File: src/inc/cssp_pkg.sv
/*
  Constants, types and the register map of the clocked serial shift port.
  Assumes a 32-bit classic Wishbone slave: each register sits in one word,
  byte address = register index * 4, narrow data in the low bits.
*/
// Contract
// - Start clears bit counter, starts operation
// - Counter counts from fall, increments on rise
// - Wrap or counter-reset abort sets request flag; a port-mode change abort clears the counter but does not set it
// - Pin function bit and port mode select mode
// - Mode change enters wait-start; clocks ignored there
// - Start in wait-start moves to clock-wait
// - First fall in clock-wait enters transfer, shifts
// - Continuous clock mode stays in clock-wait
// - External: eight clocks return to clock-wait, flag
// - Internal: eight clocks return to wait-start, flag
// - Internal clock starts on start, exactly eight
// - Extra clocks cycle transfer, clock-wait, transfer
// - Mode write clears counter, aborts, sets flag
// - Mode contents apply two cycles after write
// - Mode register: four bits, write-only, reset zero
// - Shift register accessed as two nibbles
// - Output LSB first on fall, input on rise
// - Clock select: prescaler, system clock, external
package cssp_pkg;

  //--------------------------------------------------------------------
  // Register indices (byte address is index times four)
  //--------------------------------------------------------------------
  localparam logic [9:0] IDX_MODE      = 10'h005;
  localparam logic [9:0] IDX_SHIFT_LO  = 10'h006;
  localparam logic [9:0] IDX_SHIFT_HI  = 10'h007;
  localparam logic [9:0] IDX_PORT_MODE = 10'h010;
  localparam logic [9:0] IDX_CTRL      = 10'h011;
  localparam logic [9:0] IDX_PORT_DATA = 10'h012;

  //--------------------------------------------------------------------
  // Fields and reset values
  //--------------------------------------------------------------------
  localparam int unsigned CTRL_START_BIT = 0;
  localparam int unsigned CTRL_CLEAR_BIT = 1;
  localparam int unsigned PDATA_OUT_BIT  = 0;
  localparam int unsigned PDATA_DIR_BIT  = 1;
  localparam logic [3:0]  MODE_RESET     = 4'h0;
  localparam logic [1:0]  PORT_MODE_RESET = 2'h0;
  localparam logic [7:0]  SHIFT_RESET    = 8'h00;
  localparam logic [1:0]  MODE_DELAY     = 2'h2;
  localparam logic [2:0]  LAST_BIT       = 3'h7;

  //--------------------------------------------------------------------
  // Modes and clock selection
  //--------------------------------------------------------------------
  localparam logic [1:0] PM_CONT = 2'h0;
  localparam logic [1:0] PM_TX   = 2'h1;
  localparam logic [1:0] PM_RX   = 2'h2;
  localparam logic [1:0] PM_TXRX = 2'h3;
  localparam logic [2:0] CSEL_SYS = 3'h6;
  localparam logic [2:0] CSEL_EXT = 3'h7;

  // Half periods in mclk cycles for dividers 4096,1024,256,64,16,4,2
  localparam logic [11:0] HALF_DIV0 = 12'h800;
  localparam logic [11:0] HALF_DIV1 = 12'h200;
  localparam logic [11:0] HALF_DIV2 = 12'h080;
  localparam logic [11:0] HALF_DIV3 = 12'h020;
  localparam logic [11:0] HALF_DIV4 = 12'h008;
  localparam logic [11:0] HALF_DIV5 = 12'h002;
  localparam logic [11:0] HALF_SYS  = 12'h001;

  //--------------------------------------------------------------------
  // Types
  //--------------------------------------------------------------------
  typedef enum logic [1:0] {
    ST_WAIT_START = 2'b00,
    ST_CLK_WAIT   = 2'b01,
    ST_TRANSFER   = 2'b10
  } cssp_state_t;

  typedef struct packed {
    logic       pin_function_bit;
    logic [2:0] clock_select;
  } cssp_mode_t;

  typedef struct packed {
    logic sck_out;
    logic sck_oe;
    logic so_out;
    logic so_oe;
  } cssp_pins_t;

endpackage : cssp_pkg

File: src/core/cssp_port.sv
/*
  Clocked serial shift port: 8-bit shift register, octal bit counter,
  internal clock generator and a classic Wishbone register slave.
  Assumes all pin inputs synchronous to mclk and one instruction cycle
  equal to one mclk cycle.
*/
`timescale 1ns/1ps
module cssp_port
(
  // Clock, reset, enable
  input  wire logic                mclk,
  input  wire logic                reset_n,
  input  wire logic                clk_en,
  // Wishbone slave
  input  wire logic                wb_cyc_i,
  input  wire logic                wb_stb_i,
  input  wire logic                wb_we_i,
  input  wire logic [11:0]         wb_adr_i,
  input  wire logic [3:0]          wb_sel_i,
  input  wire logic [31:0]         wb_dat_i,
  output logic      [31:0]         wb_dat_o,
  output logic                     wb_ack_o,
  // Shared port bit / serial clock pin
  input  wire logic                sck_in,
  // Serial data input pin
  input  wire logic                si_in,
  // Serial clock and data output pins
  output cssp_pkg::cssp_pins_t     pins,
  // Serial interrupt request flag
  output logic                     serial_irq
);

  //--------------------------------------------------------------------
  // Declarations
  //--------------------------------------------------------------------
  cssp_pkg::cssp_state_t state;
  cssp_pkg::cssp_mode_t  mode;
  cssp_pkg::cssp_mode_t  mode_pend;
  logic [1:0]            mode_dly;
  logic [1:0]            port_mode_a;
  logic                  port_out;
  logic                  port_dir;
  logic [2:0]            bit_count;
  logic [7:0]            shift_reg;
  logic                  so_q;
  logic                  sck_int;
  logic [11:0]           half_cnt;
  logic [11:0]           half_sel;
  logic                  gen_run;
  logic                  sck_prev;
  logic                  req;
  logic                  wr;
  logic [9:0]            idx;
  logic                  mode_wr;
  logic                  start_cmd;
  logic                  clear_cmd;
  logic                  pm_change;
  logic                  ext_sel;
  logic                  serial_on;
  logic                  shifting;
  logic                  cont_active;
  logic                  gen_tick;
  logic                  sck_fall;
  logic                  sck_rise;
  logic                  wrap;
  logic                  abort;
  logic [31:0]           next_dat;

  //--------------------------------------------------------------------
  // Bus decode
  //--------------------------------------------------------------------
  assign req       = wb_cyc_i & wb_stb_i & ~wb_ack_o;
  assign wr        = req & wb_we_i & wb_sel_i[0];
  assign idx       = wb_adr_i[11:2];
  assign mode_wr   = wr & (idx == cssp_pkg::IDX_MODE);
  assign start_cmd = wr & (idx == cssp_pkg::IDX_CTRL)
                   & wb_dat_i[cssp_pkg::CTRL_START_BIT];
  assign clear_cmd = wr & (idx == cssp_pkg::IDX_CTRL)
                   & wb_dat_i[cssp_pkg::CTRL_CLEAR_BIT];
  assign pm_change = wr & (idx == cssp_pkg::IDX_PORT_MODE)
                   & (wb_dat_i[1:0] != port_mode_a);

  //--------------------------------------------------------------------
  // Mode decode
  //--------------------------------------------------------------------
  // pin function and mode
  assign serial_on   = mode.pin_function_bit;
  assign ext_sel     = mode.clock_select == cssp_pkg::CSEL_EXT;
  assign shifting    = serial_on & (port_mode_a != cssp_pkg::PM_CONT);
  assign cont_active = serial_on & ~ext_sel & ~shifting
                     & (state == cssp_pkg::ST_CLK_WAIT);

  always_comb
  begin
    unique case (mode.clock_select)
      3'h0:    half_sel = cssp_pkg::HALF_DIV0;
      3'h1:    half_sel = cssp_pkg::HALF_DIV1;
      3'h2:    half_sel = cssp_pkg::HALF_DIV2;
      3'h3:    half_sel = cssp_pkg::HALF_DIV3;
      3'h4:    half_sel = cssp_pkg::HALF_DIV4;
      3'h5:    half_sel = cssp_pkg::HALF_DIV5;
      default: half_sel = cssp_pkg::HALF_SYS;
    endcase
  end

  //--------------------------------------------------------------------
  // Clock edge events
  //--------------------------------------------------------------------
  assign gen_tick = (gen_run | cont_active) & (half_cnt == 12'h001);
  assign sck_fall = ext_sel ? (serial_on & sck_prev & ~sck_in)
                            : (gen_tick & sck_int);
  assign sck_rise = ext_sel ? (serial_on & ~sck_prev & sck_in)
                            : (gen_tick & ~sck_int);
  assign wrap     = shifting & sck_rise & ~mode_wr & ~pm_change
                  & ~start_cmd & (state == cssp_pkg::ST_TRANSFER)
                  & (bit_count == cssp_pkg::LAST_BIT);
  assign abort    = (mode_wr | start_cmd)
                  & (state == cssp_pkg::ST_TRANSFER);

  always_ff @(posedge mclk or negedge reset_n)
  begin
    if (!reset_n)
      sck_prev <= 1'b1;
    else if (clk_en)
      sck_prev <= sck_in;
  end

  //--------------------------------------------------------------------
  // Mode register with delayed update
  //--------------------------------------------------------------------
  // write-only, cleared by reset
  always_ff @(posedge mclk or negedge reset_n)
  begin
    if (!reset_n)
    begin
      mode      <= cssp_pkg::MODE_RESET;
      mode_pend <= cssp_pkg::MODE_RESET;
      mode_dly  <= 2'h0;
    end
    else if (clk_en)
    begin
      if (mode_wr)
      begin
        mode_pend <= wb_dat_i[3:0];
        mode_dly  <= cssp_pkg::MODE_DELAY;
      end
      else if (mode_dly != 2'h0)
      begin
        mode_dly <= mode_dly - 2'h1;
        if (mode_dly == 2'h1)
          mode <= mode_pend;
      end
    end
  end

  //--------------------------------------------------------------------
  // Port mode and plain port bit
  //--------------------------------------------------------------------
  always_ff @(posedge mclk or negedge reset_n)
  begin
    if (!reset_n)
    begin
      port_mode_a <= cssp_pkg::PORT_MODE_RESET;
      port_out    <= 1'b0;
      port_dir    <= 1'b0;
    end
    else if (clk_en)
    begin
      if (wr && idx == cssp_pkg::IDX_PORT_MODE)
        port_mode_a <= wb_dat_i[1:0];
      if (wr && idx == cssp_pkg::IDX_PORT_DATA)
      begin
        port_out <= wb_dat_i[cssp_pkg::PDATA_OUT_BIT];
        port_dir <= wb_dat_i[cssp_pkg::PDATA_DIR_BIT];
      end
    end
  end

  //--------------------------------------------------------------------
  // Operating state
  //--------------------------------------------------------------------
  always_ff @(posedge mclk or negedge reset_n)
  begin
    if (!reset_n)
      state <= cssp_pkg::ST_WAIT_START;
    else if (clk_en)
    begin
      if (mode_wr || pm_change)
        state <= cssp_pkg::ST_WAIT_START;
      else if (start_cmd)
        state <= cssp_pkg::ST_CLK_WAIT;
      else
      begin
        unique case (state)
          cssp_pkg::ST_WAIT_START:
            state <= cssp_pkg::ST_WAIT_START;
          cssp_pkg::ST_CLK_WAIT:
            if (shifting && sck_fall)
              state <= cssp_pkg::ST_TRANSFER;
          cssp_pkg::ST_TRANSFER:
            if (wrap)
            begin
              if (ext_sel)
                state <= cssp_pkg::ST_CLK_WAIT;
              else
                state <= cssp_pkg::ST_WAIT_START;
            end
          default:
            state <= cssp_pkg::ST_WAIT_START;
        endcase
      end
    end
  end

  //--------------------------------------------------------------------
  // Octal bit counter
  //--------------------------------------------------------------------
  always_ff @(posedge mclk or negedge reset_n)
  begin
    if (!reset_n)
      bit_count <= 3'h0;
    else if (clk_en)
    begin
      if (mode_wr || pm_change || start_cmd)
        bit_count <= 3'h0;
      else if (shifting && sck_rise
               && state == cssp_pkg::ST_TRANSFER)
        bit_count <= bit_count + 3'h1;
    end
  end

  //--------------------------------------------------------------------
  // Shift register and serial output
  //--------------------------------------------------------------------
  always_ff @(posedge mclk or negedge reset_n)
  begin
    if (!reset_n)
    begin
      shift_reg <= cssp_pkg::SHIFT_RESET;
      so_q      <= 1'b1;
    end
    else if (clk_en)
    begin
      if (wr && idx == cssp_pkg::IDX_SHIFT_LO)
        shift_reg[3:0] <= wb_dat_i[3:0];
      else if (wr && idx == cssp_pkg::IDX_SHIFT_HI)
        shift_reg[7:4] <= wb_dat_i[3:0];
      else if (!mode_wr && !pm_change && shifting
               && state != cssp_pkg::ST_WAIT_START)
      begin
        if (sck_fall)
        begin
          so_q      <= shift_reg[0];
          shift_reg <= {shift_reg[7], shift_reg[7:1]};
        end
        else if (sck_rise && port_mode_a[1])
          shift_reg[7] <= si_in;
      end
    end
  end

  //--------------------------------------------------------------------
  // Internal clock generator
  //--------------------------------------------------------------------
  always_ff @(posedge mclk or negedge reset_n)
  begin
    if (!reset_n)
    begin
      sck_int  <= 1'b1;
      half_cnt <= cssp_pkg::HALF_SYS;
      gen_run  <= 1'b0;
    end
    else if (clk_en)
    begin
      if (mode_wr || pm_change || !serial_on || ext_sel)
      begin
        sck_int  <= 1'b1;
        half_cnt <= half_sel;
        gen_run  <= 1'b0;
      end
      else if (start_cmd)
      begin
        sck_int  <= 1'b1;
        half_cnt <= half_sel;
        gen_run  <= shifting;
      end
      else if (gen_run || cont_active)
      begin
        if (gen_tick)
        begin
          half_cnt <= half_sel;
          sck_int  <= ~sck_int;
          if (wrap)
            gen_run <= 1'b0;
        end
        else
          half_cnt <= half_cnt - 12'h001;
      end
    end
  end

  //--------------------------------------------------------------------
  // Serial interrupt request flag
  //--------------------------------------------------------------------
  always_ff @(posedge mclk or negedge reset_n)
  begin
    if (!reset_n)
      serial_irq <= 1'b0;
    else if (clk_en)
    begin
      if (wrap || abort)
        serial_irq <= 1'b1;
      else if (clear_cmd)
        serial_irq <= 1'b0;
    end
  end

  //--------------------------------------------------------------------
  // Pin drivers
  //--------------------------------------------------------------------
  always_ff @(posedge mclk or negedge reset_n)
  begin
    if (!reset_n)
      pins <= '{sck_out: 1'b1, sck_oe: 1'b0, so_out: 1'b1, so_oe: 1'b0};
    else if (clk_en)
    begin
      // plain port bit or serial clock
      pins.sck_out <= serial_on ? sck_int : port_out;
      pins.sck_oe  <= serial_on ? ~ext_sel : port_dir;
      pins.so_out  <= so_q;
      pins.so_oe   <= shifting & port_mode_a[0];
    end
  end

  //--------------------------------------------------------------------
  // Wishbone read data and acknowledge
  //--------------------------------------------------------------------
  always_comb
  begin
    next_dat = 32'h0000_0000;
    unique case (idx)
      cssp_pkg::IDX_SHIFT_LO:  next_dat[3:0] = shift_reg[3:0];
      cssp_pkg::IDX_SHIFT_HI:  next_dat[3:0] = shift_reg[7:4];
      cssp_pkg::IDX_PORT_MODE: next_dat[1:0] = port_mode_a;
      cssp_pkg::IDX_CTRL:
        next_dat[5:0] = {bit_count, state, serial_irq};
      cssp_pkg::IDX_PORT_DATA:
        next_dat[2:0] = {sck_in, port_dir, port_out};
      default:                 next_dat = 32'h0000_0000;
    endcase
  end

  always_ff @(posedge mclk or negedge reset_n)
  begin
    if (!reset_n)
    begin
      wb_ack_o <= 1'b0;
      wb_dat_o <= 32'h0000_0000;
    end
    else if (clk_en)
    begin
      wb_ack_o <= req;
      if (req && !wb_we_i)
        wb_dat_o <= next_dat;
    end
  end

endmodule : cssp_port

File: config.mk
export PLATFORM = sky130hd
export DESIGN_NAME = cssp_port
export DESIGN_NICKNAME = d
export VERILOG_FILES = /design/src/inc/cssp_pkg.sv /design/src/core/cssp_port.sv
export SDC_FILE = /design/constraint.sdc
export NUM_CORES = 1
export LEC_CHECK = 0
export ABC_AREA = 1
export BUFFER_PORTS_ARGS = -buffer_cell sky130_fd_sc_hd__buf_2
export CAP_MARGIN = 20
export CORE_MARGIN = 2
export CORE_UTILIZATION = 45
export CTS_BUF_LIST = sky130_fd_sc_hd__clkbuf_16
export DETAILED_ROUTE_END_ITERATION = 10
export MAX_ROUTING_LAYER = met4
export PLACE_DENSITY = 0.69
export REMOVE_ABC_BUFFERS = 1
export SYNTH_ARGS = -nofsm -noshare
export SYNTH_HDL_FRONTEND = slang
export SYNTH_SLANG_ARGS = --single-unit
File: constraint.sdc
create_clock -name mclk -period 3.11 [get_ports mclk]
set_input_delay 0.4665 -clock mclk [delete_from_list [all_inputs] [get_ports mclk]]
set_output_delay 0.4665 -clock mclk [all_outputs]
set_load 0.05 [all_outputs]
After elaboration in Yosys (flattened, before gate mapping)
Cells that the tools add are included.
{ "totals": {"regBits": 55, "output_inout_bits": 38} }
{ "op_classes": {"addsub": 3, "eq_ne": 22, "mux": 41, "bitwise_logic": 42, "n_reduce_logical": 53} }
{ "op_table": {"columns": ["op", "n"], "rows": [
  ["$pmux 12 s6", 1],
  ["$mux 12", 4],
  ["$eq 10x3->1 const B", 3],
  ["$eq 10x5->1 const B", 3],
  ["$and 1x1->1", 29],
  ["$reduce_bool 2->1", 11],
  ["$mux 1", 18],
  ["$reduce_and 2->1", 8],
  ["$reduce_and 4->1", 4],
  ["$mux 2", 7],
  ["$eq 12x1->1 const B", 1],
  ["$eq 3x3->1 const B", 4],
  ["$logic_and 1x1->1", 12],
  ["$mux 4", 3],
  ["$sub 12x1->12 const B", 1],
  ["$not 1->1", 11],
  ["$pmux 2 s5", 1],
  ["$reduce_and 5->1", 2],
  ["$reduce_bool 3->1", 3],
  ["$mux 8", 1],
  ["$mux 7", 1],
  ["$eq 3x2->1 const B", 2],
  ["$logic_or 1x1->1", 6],
  ["$mux 3", 2],
  ["17 further kinds", 23]
]} }

Logic depth before layout (Yosys ltp)
Gate-level depths: netlist of the first run.
{ "logic_depth": {"word_depth": 20, "depth_mapped": 13, "depth_no_buf": 13} }

Least setup slack after synthesis of the first run
No wires, ideal clock.
{ "synth_path": {"kind": "register to register", "startpoint": "reg wb_ack_o", "endpoint": "reg shift_reg[6]", "setup_ns": 0.078, "arrival_time_ns": 1.773, "required_time_ns": 3.032, "setup_slack_ns": 1.259, "stages_incl_launch_ff": 10, "period_less_slack_ns": 1.851, "path_cell_list": "dfrtp_1 > inv_1 > nand3_1 > nor2_2 > buf_2 > nand4_2 > buf_6 > o21ai_0 > inv_1 > o21ai_1"} }
{ "synth_via": {"elab_chain_cells": 12, "word_cells_on_any_way": 19, "cone_classes": "mux: 1; bitwise: 8; reduce/logical: 10"} }
{ "synth_lines": {"columns": ["item", "line", "source"], "rows": [
  ["start: declaration", "cssp_port.sv:22", "output logic wb_ack_o,"],
  ["start signal: assignment", "cssp_port.sv:362", "wb_ack_o <= req;"],
  ["$not 1->1 (*)", "cssp_port.sv:72", "assign req = wb_cyc_i & wb_stb_i & ~wb_ack_o;"],
  ["$and 1x1->1 (*)", "cssp_port.sv:72", null],
  ["$and 1x1->1 (*) (2 in a row)", "cssp_port.sv:73", "assign wr = req & wb_we_i & wb_sel_i[0];"],
  ["$and 1x1->1", "cssp_port.sv:80", "assign pm_change = wr & (idx == cssp_pkg::IDX_PORT_MODE)"],
  ["$and 1x1->1", "cssp_port.sv:81", "& (wb_dat_i[1:0] != port_mode_a);"],
  ["$logic_not 1->1", "cssp_port.sv:248", "else if (!mode_wr && !pm_change && shifting"],
  ["$logic_and 1x1->1 (2 in a row)", "cssp_port.sv:248", null],
  ["$logic_and 1x1->1", "cssp_port.sv:249", "&& state != cssp_pkg::ST_WAIT_START)"],
  ["$reduce_bool 2->1 (no source line)", null, null],
  ["$reduce_and 4->1 (no source line)", null, null],
  ["end signal: assignment", "cssp_port.sv:239", "shift_reg <= cssp_pkg::SHIFT_RESET;"],
  ["end signal: assignment", "cssp_port.sv:247", "shift_reg[7:4] <= wb_dat_i[3:0];"],
  ["end signal: assignment", "cssp_port.sv:254", "shift_reg <= {shift_reg[7], shift_reg[7:1]};"],
  ["end: declaration", "cssp_port.sv:44", "logic [7:0] shift_reg;"]
]} }
Mark *: on every way between the ends. The rest lies on a longest branch, timed or not.
A chain may end at the register's enable or synchronous reset.

Final worst setup path of the first run
{ "layout_path": {"startpoint": "reg wb_ack_o", "endpoint": "reg half_cnt[10]"} }
{ "layout_via": {"elab_chain_cells": 11, "word_cells_on_any_way": 16, "cone_classes": "mux: 2; bitwise: 9; reduce/logical: 5"} }
{ "layout_lines": {"columns": ["item", "line", "source"], "rows": [
  ["$not 1->1 (*)", "cssp_port.sv:72", null],
  ["$and 1x1->1 (*)", "cssp_port.sv:72", null],
  ["$and 1x1->1 (*) (2 in a row)", "cssp_port.sv:73", null],
  ["$and 1x1->1", "cssp_port.sv:80", null],
  ["$and 1x1->1", "cssp_port.sv:81", null],
  ["$logic_or 1x1->1 (3 in a row)", "cssp_port.sv:275", "if (mode_wr || pm_change || !serial_on || ext_sel)"],
  ["$reduce_bool 3->1 (no source line)", null, null],
  ["$reduce_and 2->1 (no source line)", null, null],
  ["end signal: assignment", "cssp_port.sv:270", "half_cnt <= cssp_pkg::HALF_SYS;"],
  ["end signal: assignment", "cssp_port.sv:278", "half_cnt <= half_sel;"],
  ["end signal: assignment", "cssp_port.sv:284", "half_cnt <= half_sel;"],
  ["end: declaration", "cssp_port.sv:47", "logic [11:0] half_cnt;"]
]} }
Marks and branches as above.

==> metrics, run 1 <==
status=finished, final reports clean; Final Setup Violations=0; I/O Buffers=34; global-route wire length before repair=14.5 mm; Seq/Total Area, Yosys=0.365; Setup Skew=0.00623 ns; element type at the critical path end=register; min Tclk post-route=2.14 ns; CTS tree=built; area of the multi-input gates=2000 µm²; maximum vdd drop=0.277 mV; H-tree depth=2; Core Area=8180 µm²; worst slew pin tran=0.710 ns; critical path class=reg -> reg; Starting Density=0.463; commonest non-fill, non-tap cell in the layout=nand2_1; grt ovf=0; post_cts resized=0; CTS Hold Bufs=0; Ys Warns=0; Seq. cell area=1380 µm²; DP HPWL=6.63 mm; Fin Hold WS=0.298 ns; die area=9170 µm²; cts bufs inserted=5; Worst setup SP type=register; Die Wd=95.8 µm; Synth cell types=44; Row Count=33; FMAX=467 MHz; DRT Pass-1 Iters=5; Slew HR=0.527; clk_lat worst skew=0.30 ns; Req. time, crit path=3.32 ns; Fillers=826; Max clock buf depth=2; largest fanout on the critical path=14; Post-Synthesis Cell Area=3790 µm²; Clk Tree Root Cell=clkbuf_16; 1st-iter DRT viols=199; post-synthesis register bit count=55; leakage=2.15 nW; wirelength, routed=8.93 mm; largest net degree at the start of global routing=56; Hold Path Class=in -> async; postcts setup bufs=0; Mean Syn Cell Area=7.22 µm²; Via density=5.19; total number of vias=3,468; initial antenna violation count=0; post-route ant nets=0; area delta synth->final=9.15%; Remaining DRCs=0; RePlAce Congestion=0.928; Cell Pwr Density=683 nW/µm²; clock sinks=55; DR WL/cell=13.4 µm; nets@finish=627; share of cells above drive strength 1=0.149; Vert. Die Dim=95.8 µm; vias in the first global route=3,016; total track usage=0.207; # Max-Cap Violations=0; Slew Limit Fails=0; setup tns final=0 ns; commonest cells after routing, fill and taps aside=147 x nand2_1, 62 x inv_1, 53 x nand3_1, 49 x dfrtp_1, 41 x o21ai_0; max FFs per register=12; clk slew on worst S/H paths=0.07 ns; RSZ-0062 raised after global routing=no; Final period util=0.688; Cells after Synth=525; I/O pin count=94; final hold viol count=0; critical path arrival=2.35 ns; n_diodes=0
==> logic make-up after synthesis <==
family | count (synthesis) | share of synthesized area
AOI/OAI and AO/OA | 64 | 0.0954
xor gates and xnor gates | 9 | 0.0208
buffers and inverters | 101 | 0.130
muxes | 1 | 0.00297
DFF | 55 | 0.365
other | 1 | 0.000990
adders and majority gates | 9 | 0.0297
and+or+nand+nor | 285 | 0.354
==> metal layers <==
| metal | GRT usage | share of wire | vias up | routed length, µm |
|---|---|---|---|---|
| li1 | - | - | 1728 | - |
| met1 | 0.290 | 0.47 | 1621 | 4180 |
| met2 | 0.325 | 0.47 | 107 | 4200 |
| met3 | 0.0219 | 0.047 | 12 | 424 |
| met4 | 0.0512 | 0.014 | 0 | 123 |
| met5 | - | 0 | - | 0 |
==> metrics by stage <==
step | instances | util | setup WS, ns | cell area [µm²] | total power, W
global route | 668 | 0.506 | 0.801 | 4140 | 0.00301
finish | 668 | 0.506 | 0.970 | 4140 | 0.00283
CTS | 668 | 0.506 | 0.984 | 4140 | 0.00283
global placement | 660 | 0.486 | 0.835 | 3970 | 0.00213
detailed placement | 660 | 0.486 | 0.810 | 3970 | 0.00217
floorplan | 518 | - | 0.835 | 3650 | 0.00190
==> synthesized netlist by cell type, drive strengths merged <==
cell | n | area (µm²)
buf | 30 | 228
a31oi | 1 | 6.26
nor2 | 43 | 225
dfrtp | 49 | 1230
o221ai | 1 | 8.76
and3 | 1 | 6.26
nand4 | 18 | 125
dfstp | 6 | 158
o211ai | 1 | 7.51
clkbuf | 2 | 7.51
nand3 | 56 | 303
o22ai | 3 | 18.8
o31ai | 2 | 15.0
nor3 | 11 | 66.3
conb | 1 | 3.75
nand3b | 2 | 15.0
a21oi | 6 | 45.1
o21bai | 1 | 11.3
nand2 | 150 | 571
xnor2 | 2 | 17.5
nor3b | 1 | 12.5
inv | 68 | 255
o21ai | 48 | 240
xor2 | 7 | 61.3
ha | 9 | 113
clkinv | 1 | 3.75
mux2 | 1 | 11.3
or2 | 3 | 18.8
a22o | 1 | 8.76
==> critical path, cell delays in order, from the launching register on <==
cell and delay, ns:
dfrtp_1 0.37, inv_1 0.07, nand3_1 0.10, nor2_2 0.15, buf_4 0.22, nand4_2 0.25
nand3_4 0.25, nor2_4 0.07, a21oi_4 0.35, nand2_1 0.12, o21ai_0 0.11
==> worst paths after layout <==
kind | slack (ns) | cells past startpoint | to | startpoint
worst min-delay path | 0.30 | 2 | half_cnt[3]$_DFFE_PN0P_ | reset_n
worst min register to register | 0.48 | 2 | pins[1]$_DFFE_PN1P_ | pins[1]$_DFFE_PN1P_
min in group mclk | 0.39 | 3 | mode_pend[3]$_DFFE_PN0P_ | wb_dat_i[3]
worst max-delay path | 0.97 | 10 | half_cnt[10]$_DFFE_PN0P_ | wb_ack_o$_DFFE_PN0P_
max in group asynchronous | 2.34 | 2 | bit_count[0]$_DFFE_PN0P_ | reset_n
worst max register to register | 0.97 | 10 | half_cnt[10]$_DFFE_PN0P_ | wb_ack_o$_DFFE_PN0P_
==> where the power goes <==
group / total [W] / leakage [nW] / switching, W / internal [W]
clock: 0.000650 / 0.0812 / 0.000273 / 0.000377
sequential: 0.00100 / 0.695 / 0.000139 / 0.000865
combinational: 0.00117 / 1.37 / 0.000809 / 0.000362
==> cell type report <==
class	instances	share of cell area
tap	105	0.0318
timing repair buffer	37	0.0466
inverter	69	0.0626
multi-input combinational	394	0.485
clock inverter	3	0.00938
sequential	55	0.335
clock buffer	5	0.0303
Note: power is estimated with default switching activity, not from simulation.
==> inputs of run 2 (changes only) <==
- clock period: 3.11 -> 2.2 ns (I/O delays scaled with it)
==> metrics, run 2 (same netlist as run 1, synthesis figures left out) <==
status=finished, final reports clean (unchanged); Via density=5.12 (was 5.19); cts bufs inserted=5 (unchanged); reg-to-reg slack, setup=0.16 ns (was 0.97 ns); min Tclk post-route=2.04 ns (was 2.14 ns); Cell Pwr Density=953 nW/µm² (was 683 nW/µm²); largest net degree at the start of global routing=28 (was 56); Clk Tree Root Cell=clkbuf_16 (unchanged); Starting Density=0.463 (unchanged); sequential power share=0.353 (was 0.355); CTS Hold Bufs=0 (unchanged); maximum vdd drop=0.386 mV (was 0.277 mV); I/O pin count=94 (unchanged); nets@finish=637 (was 627); Psw=0.00171 W (was 0.00122 W); post-layout util=0.516 (was 0.506); die area=9170 µm² (unchanged); DP Cell Count=670 (was 660); RSZ-0062 raised after global routing=no (unchanged); CTS tree=built (unchanged); clock sinks=55 (unchanged); critical path's largest stage delay=0.41 ns (was 0.37 ns); CP cell instances=inv_1, ha_1, nand3_1, o21bai_2, nand3b_1, nand2_1, nand2_1, a21oi_2, nand2_1, nand2_1, nand2_1 (was inv_1, nand3_1, nor2_2, buf_4, nand4_2, nand3_4, nor2_4, a21oi_4, nand2_1, o21ai_0); Slew Limit Fails=0 (unchanged); Remaining DRCs=0 (unchanged); logic gate share of total power=0.416 (was 0.414); Slew HR=0.600 (was 0.527); Reg2Reg Capture Point=state[0]$_DFFE_PN0P_ (was half_cnt[10]$_DFFE_PN0P_); DRT Pass-1 Iters=5 (unchanged); clk_lat worst skew=0.30 ns (about the same); clock power share=0.230 (about the same); vias in the first global route=3,203 (was 3,016); Hold Path Class=in -> async (unchanged); H-tree depth=2 (unchanged); setup tns final=0 ns (unchanged); total power=0.00402 W (was 0.00283 W); # Max-Cap Violations=0 (unchanged); Req. time, crit path=2.39 ns (was 3.32 ns); Final Setup Violations=0 (unchanged); Die Wd=95.8 µm (unchanged); area delta synth->final=11.4% (was 9.15%); element type at the critical path end=register (unchanged); Final Non-Filler Cells=678 (was 668); critical path class=reg -> reg (unchanged); clk slew on worst S/H paths=0.08 ns (was 0.07 ns); critical path arrival=2.23 ns (was 2.35 ns); Worst setup SP type=register (unchanged); worst slew pin tran=0.601 ns (was 0.710 ns); initial antenna violation count=0 (unchanged); global-route wire length before repair=14.9 mm (was 14.5 mm); wirelength, routed=8.90 mm (was 8.93 mm); Fillers=797 (was 826); total number of vias=3,471 (was 3,468); DR WL/cell=13.1 µm (was 13.4 µm); Pint=0.00231 W (was 0.00160 W); most numerous cell on the critical path=nand2_1; Sw Share=0.426 (was 0.432); Final period util=0.926 (was 0.688); total track usage=0.211 (was 0.207); largest fanout on the critical path=5 (was 14); 1st-iter DRT viols=252 (was 199); Crit-path slowest cell=dfrtp_1 (unchanged); final hold viol count=0 (unchanged); grt ovf=0 (unchanged); post-route ant nets=0 (unchanged); CP delay by family, top=simple AND/OR/NAND/NOR gates (unchanged); Row Count=33 (unchanged); commonest cells after routing, fill and taps aside=147 x nand2_1, 62 x inv_1, 53 x nand3_1, 49 x dfrtp_1, 41 x o21ai_0 (unchanged); Worst Reg-to-Reg Cells=11 (was 10); DP HPWL=6.97 mm (was 6.63 mm); postcts setup bufs=0 (unchanged); post_cts resized=0 (unchanged); Worst R2R Start=state[1]$_DFFE_PN0P_ (was wb_ack_o$_DFFE_PN0P_); Buf+Inv Stages, Crit Path=1 (was 2); max FFs per register=12 (unchanged); Max clock buf depth=2 (unchanged); commonest non-fill, non-tap cell in the layout=nand2_1 (unchanged); Core Area=8180 µm² (unchanged); leakage=2.20 nW (was 2.15 nW); share of cells above drive strength 1=0.166 (was 0.149); Setup Skew=0.00873 ns (was 0.00623 ns); I/O Buffers=34 (unchanged); Vert. Die Dim=95.8 µm (unchanged); n_diodes=0 (unchanged); RePlAce Congestion=0.928 (about the same); FMAX=491 MHz (was 467 MHz)
[run 2: worst register-to-register path, stage by stage (launching register included)]
cell	delay, ns
dfrtp_1	0.41
inv_1	0.12
ha_1	0.20
nand3_1	0.12
o21bai_2	0.27
nand3b_1	0.21
nand2_1	0.16
nand2_1	0.09
a21oi_2	0.18
nand2_1	0.09
nand2_1	0.06
nand2_1	0.04
[run 2: how the worst max path moves through the flow]
stage                                     from                        to  slack [ns]  cells past startpoint
after floorplan           wb_ack_o$_DFFE_PN0P_  half_cnt[10]$_DFFE_PN0P_       -0.07                      8
after global placement             wb_adr_i[7]  half_cnt[10]$_DFFE_PN0P_        0.20                     11
after detailed placement           wb_adr_i[7]   half_cnt[6]$_DFFE_PN0P_        0.17                     11
after CTS                 state[1]$_DFFE_PN0P_      state[0]$_DFFE_PN0P_        0.18                     11
after global routing      state[1]$_DFFE_PN0P_      state[0]$_DFFE_PN0P_       0.005                     11
final                     state[1]$_DFFE_PN0P_      state[0]$_DFFE_PN0P_        0.16                     11
[run 2: final cells by class]
type | count | area (µm²) | share of cell area
Tap cell | 105 | 131 | 0.0311
Multi-Input combinational cell | 394 | 2000 | 0.475
Inverter | 69 | 259 | 0.0614
Clock inverter | 3 | 47.5 | 0.0113
Sequential cell | 55 | 1380 | 0.328
Timing Repair Buffer | 47 | 268 | 0.0635
Clock buffer | 5 | 125 | 0.0297
[run 2: power by group through the flow]
stage / clock network, W / registers, W / logic, W
after floorplan: 0 / 0.00151 / 0.00117
after global placement: 0 / 0.00143 / 0.00163
after detailed placement: 0 / 0.00144 / 0.00166
after CTS: 0.000943 / 0.00142 / 0.00167
after global routing: 0.000983 / 0.00145 / 0.00191
final: 0.000926 / 0.00142 / 0.00167
[run 2: per-stage QoR]
stage | worst slack, ns | area (µm²) | hold WS, ns
2_1_floorplan | -0.0750 | 3650 | 0.0344
3_3_place_gp | 0.201 | 4050 | 0.382
3_5_place_dp | 0.174 | 4050 | 0.386
4_1_cts | 0.178 | 4220 | 0.0698
5_1_grt | 0.00483 | 4220 | 0.0918
6_report | 0.164 | 4220 | 0.0406
[run 2: routing by layer]
layer,share of wire,GRT usage,vias to the layer above
met5,0,-,-
met4,0.0080,0.0369,0
met3,0.046,0.0235,10
met2,0.47,0.344,95
met1,0.47,0.290,1621
li1,-,-,1745
==> inputs of run 3 (changes only) <==
- ABC_AREA: 1 -> default
- PLACE_DENSITY: 0.69 -> 0.7
==> metrics, run 3 <==
status=finished, final reports clean (unchanged); Seq/Total Area, Yosys=0.392 (was 0.365); Fin Hold WS=0.156 ns (was 0.0406 ns); nets@finish=522 (was 637); critical path class=reg -> reg (unchanged); DRT Pass-1 Iters=5 (unchanged); wirelength, routed=9.05 mm (was 8.90 mm); clk slew on worst S/H paths=0.07 ns (was 0.08 ns); RePlAce Congestion=0.953 (was 0.928); grt ovf=0 (unchanged); Synth area leader=dfrtp_1 (unchanged); Hold Path Class=in -> async (unchanged); post-route ant nets=0 (unchanged); Mean Syn Cell Area=9.57 µm² (was 7.22 µm²); CTS tree=built (unchanged); cell area after layout=4440 µm² (was 4220 µm²); Synth Area in XOR/XNOR=0.00496 (was 0.0208); Slew Limit Fails=0 (unchanged); Final period util=0.993 (was 0.926); Vert. Die Dim=92.6 µm (was 95.8 µm); Post-Synth Simple-Gate Area=0.216 (was 0.354); initial antenna violation count=0 (unchanged); Final Setup Violations=0 (unchanged); vias in the first global route=2,956 (was 3,203); Slew HR=0.520 (was 0.600); Place WS=-0.270 ns (was 0.174 ns); I/O pin count=94 (unchanged); commonest non-fill, non-tap cell in the layout=buf_4 (was nand2_1); largest family of logic cells by synthesized area=simple AND/OR/NAND/NOR gates (unchanged); top cells by area, synth=dfrtp_1 35%, buf_4 5.5%, mux2_2 4.8%, dfstp_2 4.5%, nand2_1 3.3% (was dfrtp_1 32%, nand2_1 15%, nand3_1 7.0%, inv_1 6.1%, o21ai_0 5.4%); I/O Buffers=34 (unchanged); Core Area=7650 µm² (was 8180 µm²); async set-reset flop share out of synthesis=1.00 (unchanged); Synth Flop Type=dfrtp_1 (unchanged); n_diodes=0 (unchanged); cts bufs inserted=5 (unchanged); share of cells above drive strength 1=0.334 (was 0.166); final hold viol count=0 (unchanged); Max clock buf depth=2 (unchanged); commonest cells after routing, fill and taps aside=57 x buf_4, 48 x dfrtp_1, 34 x buf_2, 31 x nand2_1, 31 x nor2_1 (was 147 x nand2_1, 62 x inv_1, 53 x nand3_1, 49 x dfrtp_1, 41 x o21ai_0); Post-Synthesis Cell Area=3530 µm² (was 3790 µm²); global-route wire length before repair=14.3 mm (was 14.9 mm); maximum vdd drop=0.279 mV (was 0.386 mV); worst slew pin tran=0.720 ns (was 0.601 ns); most frequent cells after synthesis=49 x dfrtp_1, 31 x nand2_1, 31 x nor2_1, 26 x buf_4, 18 x a21oi_1 (was 147 x nand2_1, 62 x inv_1, 53 x nand3_1, 49 x dfrtp_1, 41 x o21ai_0); H-tree depth=2 (unchanged); Setup Skew=0.00796 ns (was 0.00873 ns); leakage=2.04 nW (was 2.20 nW); min Tclk post-route=2.19 ns (was 2.04 ns); DR WL/cell=16.2 µm (was 13.1 µm); clock sinks=55 (unchanged); max FFs per register=12 (unchanged); total track usage=0.216 (was 0.211); CTS Hold Bufs=0 (unchanged); Req. time, crit path=2.43 ns (was 2.39 ns); Clk Tree Root Cell=clkbuf_16 (unchanged); number of synthesized flops with an enable pin=0 (unchanged); share of the synthesized area in the top cell type=0.347 (was 0.324); Synth cell types=70 (was 44); critical path arrival=2.42 ns (was 2.23 ns); die area=8570 µm² (was 9170 µm²); count leader, synth=dfrtp_1 (was nand2_1); largest fanout on the critical path=4 (was 5); Worst setup SP type=register (unchanged); Cell Pwr Density=555 nW/µm² (was 953 nW/µm²); Post-Synth Adder-Cell Area=0.0319 (was 0.0297); total number of vias=3,174 (was 3,471); Cells after Synth=369 (was 525); post-synthesis register bit count=55 (unchanged); area delta synth->final=25.8% (was 11.4%); Starting Density=0.462 (was 0.463); mux contribution to synthesized area=0.0943 (was 0.00297); Remaining DRCs=0 (unchanged); clk_lat worst skew=0.30 ns (about the same); final worst slack=0.0147 ns (was 0.164 ns); Die Wd=92.6 µm (was 95.8 µm); Placement Cell Area=4080 µm² (was 4050 µm²); element type at the critical path end=register (unchanged); largest net degree at the start of global routing=56 (was 28); Row Count=32 (was 33); DP HPWL=6.48 mm (was 6.97 mm); RSZ-0062 raised after global routing=yes (was no); # Max-Cap Violations=0 (unchanged); Via density=5.67 (was 5.12); FMAX=458 MHz (was 491 MHz); Ys Warns=0 (unchanged); 1st-iter DRT viols=224 (was 252); Synth Area in Compound Gates=0.173 (was 0.0954)
run 3: changes by cell type after synthesis, moves of 11 or more:
| cell | before | now |
|---|---|---|
| nand2_1 | 147 | 31 |
| inv_1 | 62 | 14 |
| nand3_1 | 53 | 13 |
| o21ai_0 | 41 | 9 |
| a21oi_1 | 4 | 18 |
| mux2_2 | 1 | 15 |
| nand4_1 | 16 | 5 |
run 3: metrics by stage:
step | utilization | TNS (ns) | power [W] | instances
2_1_floorplan | - | -0.467 | 0.00143 | 355
3_3_place_gp | 0.534 | -1.10 | 0.00156 | 544
3_5_place_dp | 0.534 | -1.96 | 0.00158 | 544
4_1_cts | 0.564 | 0 | 0.00247 | 554
5_1_grt | 0.580 | -0.467 | 0.00256 | 560
6_report | 0.580 | 0 | 0.00246 | 560
run 3: kinds of logic after synthesis:
family / count (synthesis)
compound gates: 83
xor+xnor: 2
fa+ha+maj: 9
buf+inv: 54
flops: 55
mux: 30
other cells: 1
simple gates: 135
run 3: critical path, cell delays in order, from the launching register on:
cell	delay [ns]
dfrtp_1	0.40
inv_2	0.08
ha_4	0.15
nor4bb_4	0.19
o211ai_1	0.15
o31a_1	0.35
nor4b_2	0.29
buf_4	0.16
mux2_4	0.30
nand3_2	0.05
run 3: repair_timing:
action                                  in CTS  in global routing
gates cloned                                 0                  1
endpoints found under the setup margin      14                 21
gates resized for setup                     11                 16
buffers inserted                             2                  5
pin swaps                                    5                 10
run 3: power by group:
part | leakage (nW) | switching, W | total (W) | internal, W
registers | 0.714 | 0.0000292 | 0.00109 | 0.00106
clock network | 0.0812 | 0.000367 | 0.000898 | 0.000532
logic | 1.24 | 0.000342 | 0.000477 | 0.000136
run 3: area by class of cell:
type,instances,area (µm²)
fillers,654,3210
multi-input cells,285,2040
flip-flops and latches,55,1390
repair buffers,95,666
well taps,102,128
clock buffers,5,125
inverters,15,56.3
clock inverters,3,38.8
run 3: worst paths after layout:
check	depth (start not counted)	from	slack (ns)	end
worst max-delay path	9	state[1]$_DFFE_PN0P_	0.01	shift_reg[7]$_DFFE_PN0P_
min in group mclk	2	wb_dat_i[2]	0.33	mode_pend[2]$_DFFE_PN0P_
worst min register to register	2	pins[3]$_DFFE_PN1P_	0.49	pins[3]$_DFFE_PN1P_
worst min-delay path	2	reset_n	0.16	half_cnt[5]$_DFFE_PN0P_
max in group asynchronous	2	reset_n	1.52	port_mode_a[0]$_DFFE_PN0P_
worst max register to register	9	state[1]$_DFFE_PN0P_	0.01	shift_reg[7]$_DFFE_PN0P_
run 3: layer usage:
| metal | track usage | up-vias | wire length [µm] |
|---|---|---|---|
| li1 | - | 1497 | - |
| met1 | 0.298 | 1554 | 4060 |
| met2 | 0.338 | 111 | 4350 |
| met3 | 0.0301 | 12 | 502 |
| met4 | 0.0585 | 0 | 135 |
| met5 | - | - | 0 |
